**src/rtl/tdmsr_pkg.sv**
```systemverilog
/*
 * tdmsr_pkg: constants and types shared by the slot router and its fifo.
 * Assumes a single 10 MHz system clock; line clocks are much slower pins.
 */
package tdmsr_pkg;
    localparam int CLK_HZ        = 10_000_000;
    localparam int NUM_TDM       = 2;
    localparam int NUM_CHAN      = 64;
    localparam int CHAN_W        = 6;
    localparam int NUM_ENTRY     = 64;
    localparam int ENTRY_W       = 6;
    localparam int CNT_W         = 4;
    // routing entry field layout
    localparam int ENT_LOOP_BIT  = 15;
    localparam int ENT_LAST_BIT  = 14;
    localparam int ENT_BYTE_BIT  = 13;
    localparam int ENT_STRB_BIT  = 12;
    localparam int ENT_SKIP_BIT  = 11;
    localparam int ENT_CNT_LSB   = 6;
    localparam int ENT_CH_LSB    = 0;
    localparam logic [15:0] ENT_RESET = 16'h4000;
    localparam int FIFO_W        = 8;
    localparam int FIFO_DEPTH    = 16;
    localparam int FIFO_AW       = 4;
    typedef enum logic [1:0] {TDMSR_HUNT, TDMSR_RUN, TDMSR_END} tdmsr_state_t;
endpackage : tdmsr_pkg

```
**src/rtl/tdmsr_fifo.sv**
```systemverilog
/*
 * tdmsr_fifo: small synchronous fifo with valid/ready on both sides.
 * Assumes one clock and an asynchronous active-high reset.
 */
`timescale 1ns/1ps
module tdmsr_fifo #(
    parameter int W = 8,
    parameter int DEPTH = 16,
    parameter int AW = 4
) (
    input  wire logic         clk,
    input  wire logic         rst,
    input  wire logic [W-1:0] in_data,
    input  wire logic         in_valid,
    output logic              in_ready,
    output logic [W-1:0]      out_data,
    output logic              out_valid,
    input  wire logic         out_ready
);
    logic [W-1:0] mem [DEPTH];
    logic [AW-1:0] wp;
    logic [AW-1:0] rp;
    logic [AW:0]   cnt;
    logic          push;
    logic          pop;

    // honest full and empty straight from the occupancy count
    assign in_ready  = (cnt != AW'(0) + (AW+1)'(DEPTH)) ? 1'b1 : 1'b0;
    assign out_valid = (cnt != '0);
    assign out_data  = mem[rp];
    assign push      = in_valid && in_ready;
    assign pop       = out_valid && out_ready;

    // storage array, written only on accepted pushes
    always_ff @(posedge clk) begin
        if (push) begin
            mem[wp] <= in_data;
        end
    end

    // pointers and count
    always_ff @(posedge clk or posedge rst) begin
        if (rst) begin
            wp  <= '0;
            rp  <= '0;
            cnt <= '0;
        end else begin
            if (push) begin
                wp <= wp + 1'b1;
            end
            if (pop) begin
                rp <= rp + 1'b1;
            end
            if (push && !pop) begin
                cnt <= cnt + 1'b1;
            end else if (pop && !push) begin
                cnt <= cnt - 1'b1;
            end
        end
    end
endmodule : tdmsr_fifo

```
**src/rtl/tdmsr_router.sv**
```systemverilog
/*
 * tdmsr_router: time slot assigner for two tdm line interfaces feeding one
 * multichannel serial channel controller. Routing tables are written through
 * a plain table-write port; received bits are packed into bytes tagged with
 * their logical channel and queued in a fifo toward the comms processor.
 * Assumes line clocks and syncs are slow pins sampled by CLOCK (10 MHz);
 * protocol work (hdlc, descriptors, interrupt queue) sits downstream.
 */
`timescale 1ns/1ps
// How it works
// - up to 64 logical channels share one controller across both tdm lines
// - per channel bit selects hdlc framing or transparent pass-through
// - frame sync starts clock counting and restarts the table at entry zero
// - entries route bit or byte groups, including skipped spans, to channels
// - two independent assigners, each with own clocks and frame syncs
// - any channel maps to any slot; receive and transmit tables are separate
// - multiplexed mode resynchronises on every frame
// - unmultiplexed mode syncs once on carrier/clear-to-send pulses until restart
// - bit 15 of each receive entry enables loopback for that slot
// - loopback feeds transmit bits to receive in the same slot
// - echo mode copies receive pin to transmit pin; receiver keeps working
// - optional level inversion of transmit and receive data
// - strobe output asserted during a chosen entry's slot
// - controller only serialises and buffers; no protocol work here
// - no transfers for inactive channels or idle transmit channels
// - receive byte queue overflow is flagged
// - missed clock skips next sync; extra clock resumes at next sync
module tdmsr_router
    import tdmsr_pkg::*;
(
    input  wire logic                CLOCK,
    input  wire logic                RST,
    input  wire logic [NUM_TDM-1:0]  RX_CLK_PIN,
    input  wire logic [NUM_TDM-1:0]  TX_CLK_PIN,
    input  wire logic [NUM_TDM-1:0]  RX_SYNC_PIN,
    input  wire logic [NUM_TDM-1:0]  TX_SYNC_PIN,
    input  wire logic [NUM_TDM-1:0]  LINE_RECEIVE_PIN,
    output logic [NUM_TDM-1:0]       LINE_TRANSMIT_PIN,
    output logic [NUM_TDM-1:0]       STROBE_PIN,
    input  wire logic                UNMUX_MODE,
    input  wire logic                UNMUX_CD_PIN,
    input  wire logic                UNMUX_CTS_PIN,
    input  wire logic                RESTART,
    input  wire logic [NUM_TDM-1:0]  ECHO_EN,
    input  wire logic                INV_TX,
    input  wire logic                INV_RX,
    input  wire logic                TBL_WE,
    input  wire logic                TBL_TX,
    input  wire logic                TBL_TDM,
    input  wire logic [ENTRY_W-1:0]  TBL_ADDR,
    input  wire logic [15:0]         TBL_DATA,
    input  wire logic                CHAN_WE,
    input  wire logic [CHAN_W-1:0]   CHAN_ADDR,
    input  wire logic                CHAN_ACTIVE,
    input  wire logic                CHAN_HDLC,
    input  wire logic [NUM_TDM-1:0]  TX_DATA_AVAIL,
    input  wire logic                TX_BIT,
    output logic [NUM_TDM-1:0]       TX_BIT_REQ,
    output logic [CHAN_W-1:0]        TX_BIT_CHAN,
    output logic [FIFO_W-1:0]        RX_BYTE,
    output logic [CHAN_W-1:0]        RX_BYTE_CHAN,
    output logic                     RX_BYTE_HDLC,
    output logic                     RX_BYTE_VALID,
    input  wire logic                RX_BYTE_READY,
    output logic [NUM_TDM-1:0]       RX_SYNCED,
    output logic                     RX_OVERFLOW
);
    localparam int QW = FIFO_W + CHAN_W + 1;

    logic [15:0]           rx_tbl [NUM_TDM][NUM_ENTRY];
    logic [15:0]           tx_tbl [NUM_TDM][NUM_ENTRY];
    logic [NUM_CHAN-1:0]   chan_active;
    logic [NUM_CHAN-1:0]   chan_hdlc;
    logic                  cd_s1, cd_s2, cd_s3;
    logic                  cts_s1, cts_s2, cts_s3;
    logic                  unmux_rx_go;
    logic                  unmux_tx_go;
    logic [QW-1:0]         q_in;
    logic                  q_valid;
    logic                  q_ready;
    logic [QW-1:0]         q_out;
    logic                  q_out_valid;
    logic [NUM_TDM-1:0]    byte_done;
    logic [FIFO_W-1:0]     byte_val [NUM_TDM];
    logic [CHAN_W-1:0]     byte_ch [NUM_TDM];
    logic [NUM_TDM-1:0]    tx_req;
    logic [NUM_TDM-1:0]    tx_pin;
    logic [NUM_TDM-1:0]    tx_cur;
    logic [NUM_TDM-1:0]    strobe;
    logic [NUM_TDM-1:0]    synced;

    // bit count carried by one entry: bytes count eight bits each
    function automatic logic [CNT_W+3:0] ent_bits(input logic [15:0] e);
        logic [CNT_W+3:0] n;
        n = {4'h0, e[ENT_CNT_LSB +: CNT_W]} + 1'b1;
        ent_bits = e[ENT_BYTE_BIT] ? (CNT_W+4)'(n << 3) : n;
    endfunction : ent_bits

    // receive and transmit routing table writes; tables stay live so entries may change per frame
    always_ff @(posedge CLOCK) begin
        if (TBL_WE && !TBL_TX) begin
            rx_tbl[TBL_TDM][TBL_ADDR] <= TBL_DATA;
        end
        if (TBL_WE && TBL_TX) begin
            tx_tbl[TBL_TDM][TBL_ADDR] <= TBL_DATA;
        end
    end

    // per-channel activity and framing choice
    always_ff @(posedge CLOCK or posedge RST) begin
        if (RST) begin
            chan_active <= '0;
            chan_hdlc   <= '0;
        end else if (CHAN_WE) begin
            chan_active[CHAN_ADDR] <= CHAN_ACTIVE;
            chan_hdlc[CHAN_ADDR]   <= CHAN_HDLC;
        end
    end

    // unmultiplexed mode: one-shot sync on carrier detect and clear-to-send pulses
    always_ff @(posedge CLOCK or posedge RST) begin
        if (RST) begin
            {cd_s1, cd_s2, cd_s3}    <= 3'h0;
            {cts_s1, cts_s2, cts_s3} <= 3'h0;
        end else begin
            cd_s1  <= UNMUX_CD_PIN;
            cd_s2  <= cd_s1;
            cd_s3  <= cd_s2;
            cts_s1 <= UNMUX_CTS_PIN;
            cts_s2 <= cts_s1;
            cts_s3 <= cts_s2;
        end
    end
    assign unmux_rx_go = cd_s2 && !cd_s3;
    assign unmux_tx_go = cts_s2 && !cts_s3;

    // two independent assigners, one per tdm line
    for (genvar t = 0; t < NUM_TDM; t++) begin : g_tdm
        logic [3:0]         rc, tc, rs, ts, rd;
        logic               rc_rise, tc_rise, tc_fall, rs_hi, ts_hi;
        logic               rx_in;
        tdmsr_state_t       rx_st, tx_st;
        logic [ENTRY_W-1:0] rx_ent, tx_ent;
        logic [CNT_W+3:0]   rx_left, tx_left;
        logic [15:0]        re, te;
        logic [2:0]         nbit;
        logic [FIFO_W-1:0]  sh;
        logic               one_shot_rx, one_shot_tx;

        // three-flop synchronisers then an edge flop; only stage three onward is read
        always_ff @(posedge CLOCK or posedge RST) begin
            if (RST) begin
                rc <= 4'h0; tc <= 4'h0; rs <= 4'h0; ts <= 4'h0; rd <= 4'h0;
            end else begin
                rc <= {rc[2:0], RX_CLK_PIN[t]};
                tc <= {tc[2:0], TX_CLK_PIN[t]};
                rs <= {rs[2:0], RX_SYNC_PIN[t]};
                ts <= {ts[2:0], TX_SYNC_PIN[t]};
                rd <= {rd[2:0], LINE_RECEIVE_PIN[t]};
            end
        end
        assign rc_rise = rc[2] && !rc[3];
        assign tc_rise = tc[2] && !tc[3];
        assign tc_fall = !tc[2] && tc[3];
        assign rs_hi   = rs[2];
        assign ts_hi   = ts[2];
        assign re      = rx_tbl[t][rx_ent];
        assign te      = tx_tbl[t][tx_ent];
        assign one_shot_rx = UNMUX_MODE ? unmux_rx_go : rs_hi;
        assign one_shot_tx = UNMUX_MODE ? unmux_tx_go : ts_hi;

        // receive data: loopback takes this slot's own transmit bit, else the pin
        // the bit requested for this very slot, so the loop does not lag one bit
        assign rx_in = (re[ENT_LOOP_BIT] ? (tx_req[t] ? TX_BIT : 1'b1) : rd[2])
                       ^ INV_RX;

        // receive counter: hunt for sync, walk entries, park at last entry
        always_ff @(posedge CLOCK or posedge RST) begin
            if (RST) begin
                rx_st <= TDMSR_HUNT; rx_ent <= '0; rx_left <= '0;
            end else if (RESTART) begin
                rx_st <= TDMSR_HUNT;
            end else if (rc_rise) begin
                unique case (rx_st)
                    TDMSR_HUNT, TDMSR_END: begin
                        // sync honoured in hunt, and in the end state only in multiplexed mode
                        if (one_shot_rx && !(UNMUX_MODE && rx_st == TDMSR_END)) begin
                            rx_st   <= TDMSR_RUN;
                            rx_ent  <= '0;
                            rx_left <= ent_bits(rx_tbl[t][0]) - 1'b1;
                        end
                    end
                    TDMSR_RUN: begin
                        if (rx_left != '0) begin
                            rx_left <= rx_left - 1'b1;
                        end else if (re[ENT_LAST_BIT]) begin
                            rx_st <= TDMSR_END;
                        end else begin
                            rx_ent  <= rx_ent + 1'b1;
                            rx_left <= ent_bits(rx_tbl[t][rx_ent + 1'b1]) - 1'b1;
                        end
                    end
                endcase
            end
        end

        // byte packer: skipped and inactive spans produce no transfers
        always_ff @(posedge CLOCK or posedge RST) begin
            if (RST) begin
                nbit <= '0; sh <= '0; byte_done[t] <= 1'b0;
                byte_val[t] <= '0; byte_ch[t] <= '0;
            end else begin
                byte_done[t] <= 1'b0;
                if (rc_rise && rx_st == TDMSR_RUN && !re[ENT_SKIP_BIT]
                        && chan_active[re[ENT_CH_LSB +: CHAN_W]]) begin
                    sh   <= {sh[FIFO_W-2:0], rx_in};
                    nbit <= nbit + 1'b1;
                    if (nbit == 3'h7) begin
                        byte_done[t] <= 1'b1;
                        byte_val[t]  <= {sh[FIFO_W-2:0], rx_in};
                        byte_ch[t]   <= re[ENT_CH_LSB +: CHAN_W];
                    end
                end
            end
        end

        // transmit counter mirrors the receive one on transmit clock and sync
        always_ff @(posedge CLOCK or posedge RST) begin
            if (RST) begin
                tx_st <= TDMSR_HUNT; tx_ent <= '0; tx_left <= '0;
            end else if (RESTART) begin
                tx_st <= TDMSR_HUNT;
            end else if (tc_rise) begin
                unique case (tx_st)
                    TDMSR_HUNT, TDMSR_END: begin
                        if (one_shot_tx && !(UNMUX_MODE && tx_st == TDMSR_END)) begin
                            tx_st   <= TDMSR_RUN;
                            tx_ent  <= '0;
                            tx_left <= ent_bits(tx_tbl[t][0]) - 1'b1;
                        end
                    end
                    TDMSR_RUN: begin
                        if (tx_left != '0) begin
                            tx_left <= tx_left - 1'b1;
                        end else if (te[ENT_LAST_BIT]) begin
                            tx_st <= TDMSR_END;
                        end else begin
                            tx_ent  <= tx_ent + 1'b1;
                            tx_left <= ent_bits(tx_tbl[t][tx_ent + 1'b1]) - 1'b1;
                        end
                    end
                endcase
            end
        end

        // transmit bit request only for active channels with data waiting
        assign tx_req[t] = tc_rise && tx_st == TDMSR_RUN && !te[ENT_SKIP_BIT]
                           && chan_active[te[ENT_CH_LSB +: CHAN_W]]
                           && TX_DATA_AVAIL[t];

        // pin driver changes on the falling line clock; idles high when not routed, low when INV_TX is set
        always_ff @(posedge CLOCK or posedge RST) begin
            if (RST) begin
                tx_pin[t] <= 1'b1; tx_cur[t] <= 1'b1; strobe[t] <= 1'b0;
            end else begin
                if (tx_req[t]) begin
                    tx_cur[t] <= TX_BIT;
                end else if (tc_rise) begin
                    tx_cur[t] <= 1'b1;
                end
                if (tc_fall) begin
                    tx_pin[t] <= ECHO_EN[t] ? rd[2] : (tx_cur[t] ^ INV_TX);
                    strobe[t] <= tx_st == TDMSR_RUN && te[ENT_STRB_BIT];
                end
            end
        end
        assign synced[t] = rx_st != TDMSR_HUNT;
    end : g_tdm

    // line 0 wins when both finish a byte together; second is dropped and flagged
    assign q_valid = byte_done[0] || byte_done[1];
    assign q_in = byte_done[0]
        ? {chan_hdlc[byte_ch[0]], byte_ch[0], byte_val[0]}
        : {chan_hdlc[byte_ch[1]], byte_ch[1], byte_val[1]};

    // elasticity toward the comms processor; protocol handling is downstream
    tdmsr_fifo #(.W(QW), .DEPTH(FIFO_DEPTH), .AW(FIFO_AW)) u_fifo (
        .clk       (CLOCK),
        .rst       (RST),
        .in_data   (q_in),
        .in_valid  (q_valid),
        .in_ready  (q_ready),
        .out_data  (q_out),
        .out_valid (q_out_valid),
        .out_ready (RX_BYTE_READY && RX_BYTE_VALID)
    );

    // registered outputs; overflow is sticky until restart
    always_ff @(posedge CLOCK or posedge RST) begin
        if (RST) begin
            RX_BYTE <= '0; RX_BYTE_CHAN <= '0; RX_BYTE_HDLC <= 1'b0;
            RX_BYTE_VALID <= 1'b0; RX_OVERFLOW <= 1'b0;
            LINE_TRANSMIT_PIN <= '1; STROBE_PIN <= '0; RX_SYNCED <= '0;
            TX_BIT_REQ <= '0; TX_BIT_CHAN <= '0;
        end else begin
            if (!RX_BYTE_VALID || RX_BYTE_READY) begin
                RX_BYTE_VALID <= q_out_valid && !(RX_BYTE_VALID && RX_BYTE_READY);
                {RX_BYTE_HDLC, RX_BYTE_CHAN, RX_BYTE} <= q_out;
            end
            if ((q_valid && !q_ready) || (byte_done[0] && byte_done[1])) begin
                RX_OVERFLOW <= 1'b1;
            end else if (RESTART) begin
                RX_OVERFLOW <= 1'b0;
            end
            LINE_TRANSMIT_PIN <= tx_pin;
            STROBE_PIN        <= strobe;
            RX_SYNCED         <= synced;
            TX_BIT_REQ        <= tx_req;
            TX_BIT_CHAN       <= tx_req[0] ? tx_tbl[0][g_tdm[0].tx_ent][CHAN_W-1:0]
                                           : tx_tbl[1][g_tdm[1].tx_ent][CHAN_W-1:0];
        end
    end
endmodule : tdmsr_router

```
**config.mk**
```make
export PLATFORM = sky130hd
export DESIGN_NAME = tdmsr_router
export DESIGN_NICKNAME = d
export VERILOG_FILES = /design/src/rtl/tdmsr_pkg.sv /design/src/rtl/tdmsr_fifo.sv /design/src/rtl/tdmsr_router.sv
export SDC_FILE = /design/constraint.sdc
export NUM_CORES = 2
export LEC_CHECK = 0
export ABC_AREA = 1
export BUFFER_PORTS_ARGS = -buffer_cell sky130_fd_sc_hd__buf_2
export CAP_MARGIN = 25
export CORE_ASPECT_RATIO = 1.1
export CORE_MARGIN = 2
export CORE_UTILIZATION = 49
export DETAILED_ROUTE_END_ITERATION = 16
export HOLD_SLACK_MARGIN = 0.15
export PLACE_DENSITY_LB_ADDON = 0.05
export SYNTH_ARGS = -nofsm -noshare
export SYNTH_HDL_FRONTEND = slang
export SYNTH_HIERARCHICAL = 1
export SYNTH_MEMORY_MAX_BITS = 65536
export SYNTH_SLANG_ARGS = --single-unit
```
**constraint.sdc**
```tcl
create_clock -name CLOCK -period 10.83 [get_ports CLOCK]
set_clock_uncertainty 0.1 [all_clocks]
set_input_delay 0 -clock CLOCK [delete_from_list [all_inputs] [get_ports CLOCK]]
set_output_delay 0 -clock CLOCK [all_outputs]
set_load 0.03 [all_outputs]
```
==> results.md <==
- Outcome: finished clean
- Flop2flop setup slack: 3.85 ns
- Setup WS post-layout: 3.846 ns
- Unique cell type count in the Yosys netlist: 65
- Residual DRC: 0
- Fmax: 143.2 MHz
- Max FO, Critical Path: 74
- Fin Hold WS: 0.2474 ns
- Worst reg2reg endpoint: byte_val[0]
- Drt pass-1 iters: 10
- Crit path max-delay cell type: dfrtp_4
- Setup TNS after final layout: 0 ns
- Synth top area share: 67.03%
- Final Wtd Congestion: 0.9356
- WP data arrival: between 7 and 8 ns
- Placed cell count: roughly 19000
- Skew-Pair Late Insertion Delay: slightly below 1 ns
- Worst hold endpoint: g_tdm[1].rd[1]
- WP data required: 11.59 ns
- Top-count cell post-synth: edfxtp_1
- Post-Syn Area: approximately 0.17 mm^2
- Clk slew on worst S/H paths: ~0.060 ns
- Startpoint types: flip-flop
- Place WS: ~4.1 ns
- Worst-margin pin slew: 1.176 ns
- CTS tree: done
- Postcts setup bufs: 0
- Post-synth EDFFs: 3824
- Area Overhead vs Synth: 12.68%
- Total Power: about 41 mW
- Non-filler cells, final: 19570
- DP HPWL: 310.2 mm
- Rows: 227
- Port Buffers: 87
- Initial antenna violation count: 18
- FF-to-FF path depth: 25
- Vias in the first global route: 110600
- Overflow after GRT: 0
- Largest net degree at the start of global routing: 209
- WS Path Type: flip-flop to flip-flop
- Synthesis warning total: 6
- Worst path depth: 25
- Synth Flop Type: edfxtp_1
- Tmin final: 6.984 ns
- Pwr Density: 210.8 mW/mm^2
- Clock Sink Count: between 4000 and 5000
- Reg2reg start: g_tdm[1].tx_ent[0]
- HP Class: flip-flop to flip-flop
- I/O Pins: 89
- Resized cells post-CTS: 0
- Final net count: 14700
- Total number of vias: between 100k and 150k
- Synth cell count leaders: edfxtp_1, nor2_1, nand2_1, o21ai_0, nand3_1
- Final core utilization: 55.53%
- WL per Instance: ~27 um
- Avg Inst Size Synth: 11.91 um^2
- Crit path capture type: flip-flop
- Routed Wire Length: 518.6 mm
- Final instance area: 0.1930 mm^2
- Core Footprint: 0.3476 mm^2
- First-pass GRT wire length: between 700 and 800 mm
- Via density: just under 6
- Tot GR Track Use: 28.66%
- Htree depth: 5
- Clk root buf: clkbuf_16
- Hold Startpoint: g_tdm[1].rd[0]
- Mapped Cells: roughly 14000
- Initial DRC Count: 13390
- Share of cells above drive strength 1: 9.221%
- Final period util: 64.49%
- Ranking of synthesized cells by area: edfxtp_1, nor2_1, dfrtp_1
- Die area: 0.3544 mm^2
- Die height: 624.1 um
- Hold Fails Final Rpt: 0
- Crit-path most repeated cell: nand3_1
- RSZ-0062 raised after global routing: false
- Cell family with the largest share of critical-path delay: buffers and inverters
- CP bufs+invs: 5
- LEAKAGE: 67.06 nW
- Yosys reg bits: 4156
- Sequential area share after synthesis: a little under three quarters
- Maximum vdd ir drop: 0.1507 mV
- Maxcap violations: 0
- Synth async-reset ratio: 7.988%
- Max incr delay on CP: 0.77 ns
- Clock buffer count from CTS: 426
- Placed standard-cell area: 0.1773 mm^2
- Syn nets: 14470
- Final-report max-slew violation count: 0
- Largest area contributor in the netlist: edfxtp_1
- ANT nets after route: 0
- Slew HR: 21.62%
- Die width: around 570 um
- Initial Utilization: 49.28%
- Final setup violation count: 0
- Clk buf depth: 4
- Hold Path Cell Cnt: 0
what timing repair did:
item / CTS / global route
hold buffers: 156 / 2
setup endpoints to repair: 0 / 0
endpoints found under the hold margin: 5793 / 38
registers in the layout, indices dropped and copies added (netlist names), 12 cells and up:
name,flops
byte_ch,12
chan_hdlc,64
g_tdm.sh,14
rx_tbl,1792
chan_active,64
byte_val,16
g_tdm.tx_ent,12
g_tdm.rx_left,16
g_tdm.rx_ent,12
g_tdm.tx_left,16
tx_tbl,1792
u_fifo/mem,240
power breakdown:
group	internal [mW]	switching (mW)	total, mW
clock	8.34	6.15	14.5
sequential	17.7	0.327	18.1
combinational	2.24	5.89	8.13
worst max-delay path by stage:
stage                   to  slack, ns               start
3_3_place_gp   byte_val[8]       4.15  g_tdm[0].tx_ent[0]
5_1_grt        byte_val[0]       3.49  g_tdm[1].tx_ent[0]
3_5_place_dp   byte_val[8]       4.11  g_tdm[0].tx_ent[0]
4_1_cts        byte_val[0]       3.95  g_tdm[1].tx_ent[0]
6_report       byte_val[0]       3.85  g_tdm[1].tx_ent[0]
2_1_floorplan   RX_BYTE[0]       1.91                 RST
final cells by class:
type	instances	area [um^2]
Fill cell	28900	154600
Sequential cell	4156	123200
Multi-Input combinational cell	8891	42410
Clock buffer	553	11510
Timing Repair Buffer	732	6379
Tap cell	4580	5731
Clock inverter	243	2227
Inverter	402	1558
Antenna cell	10	25.02
metal layers:
metal | global-route usage [%] | wire length (um)
met4 | 9.370 | 17560
met2 | 47.09 | 248800
met5 | 0 | 37
met1 | 39.15 | 212800
met3 | 4.506 | 39420
layout by cell type, fill, tap and decap left out, drive strengths merged, types with 12 or more instances in the layout:
cell and count:
nand2 2059, o32ai 13, clkinv 190, inv 406, a31oi 16, xnor2 12
clkinvlp 13, clkbuf 554, nor4 15, o221ai 168, a221oi 17, xor2 36
a211oi 33, mux2 16, bufinv 36, nand4 21, or2 18, o21ai 1765
o22ai 317, dfrtp 326, ha 29, edfxtp 3824, o211ai 313, nand3 1316
nor3 35, nor2 2292, a32o 16, buf 584, dlygate4sd3 147, a21oi 318
cell families after synthesis:
logic type | synth area share [%]
XOR/XNOR | 0.2498
buffers and inverters | 3.562
flip-flops | 71.88
adder cells (fa/ha/maj) | 0.2235
AO/OA/AOI/OAI | 10.17
AND/OR/NAND/NOR | 13.78
multiplexers | 0.1344
Note: power is estimated with default switching activity, not from simulation.
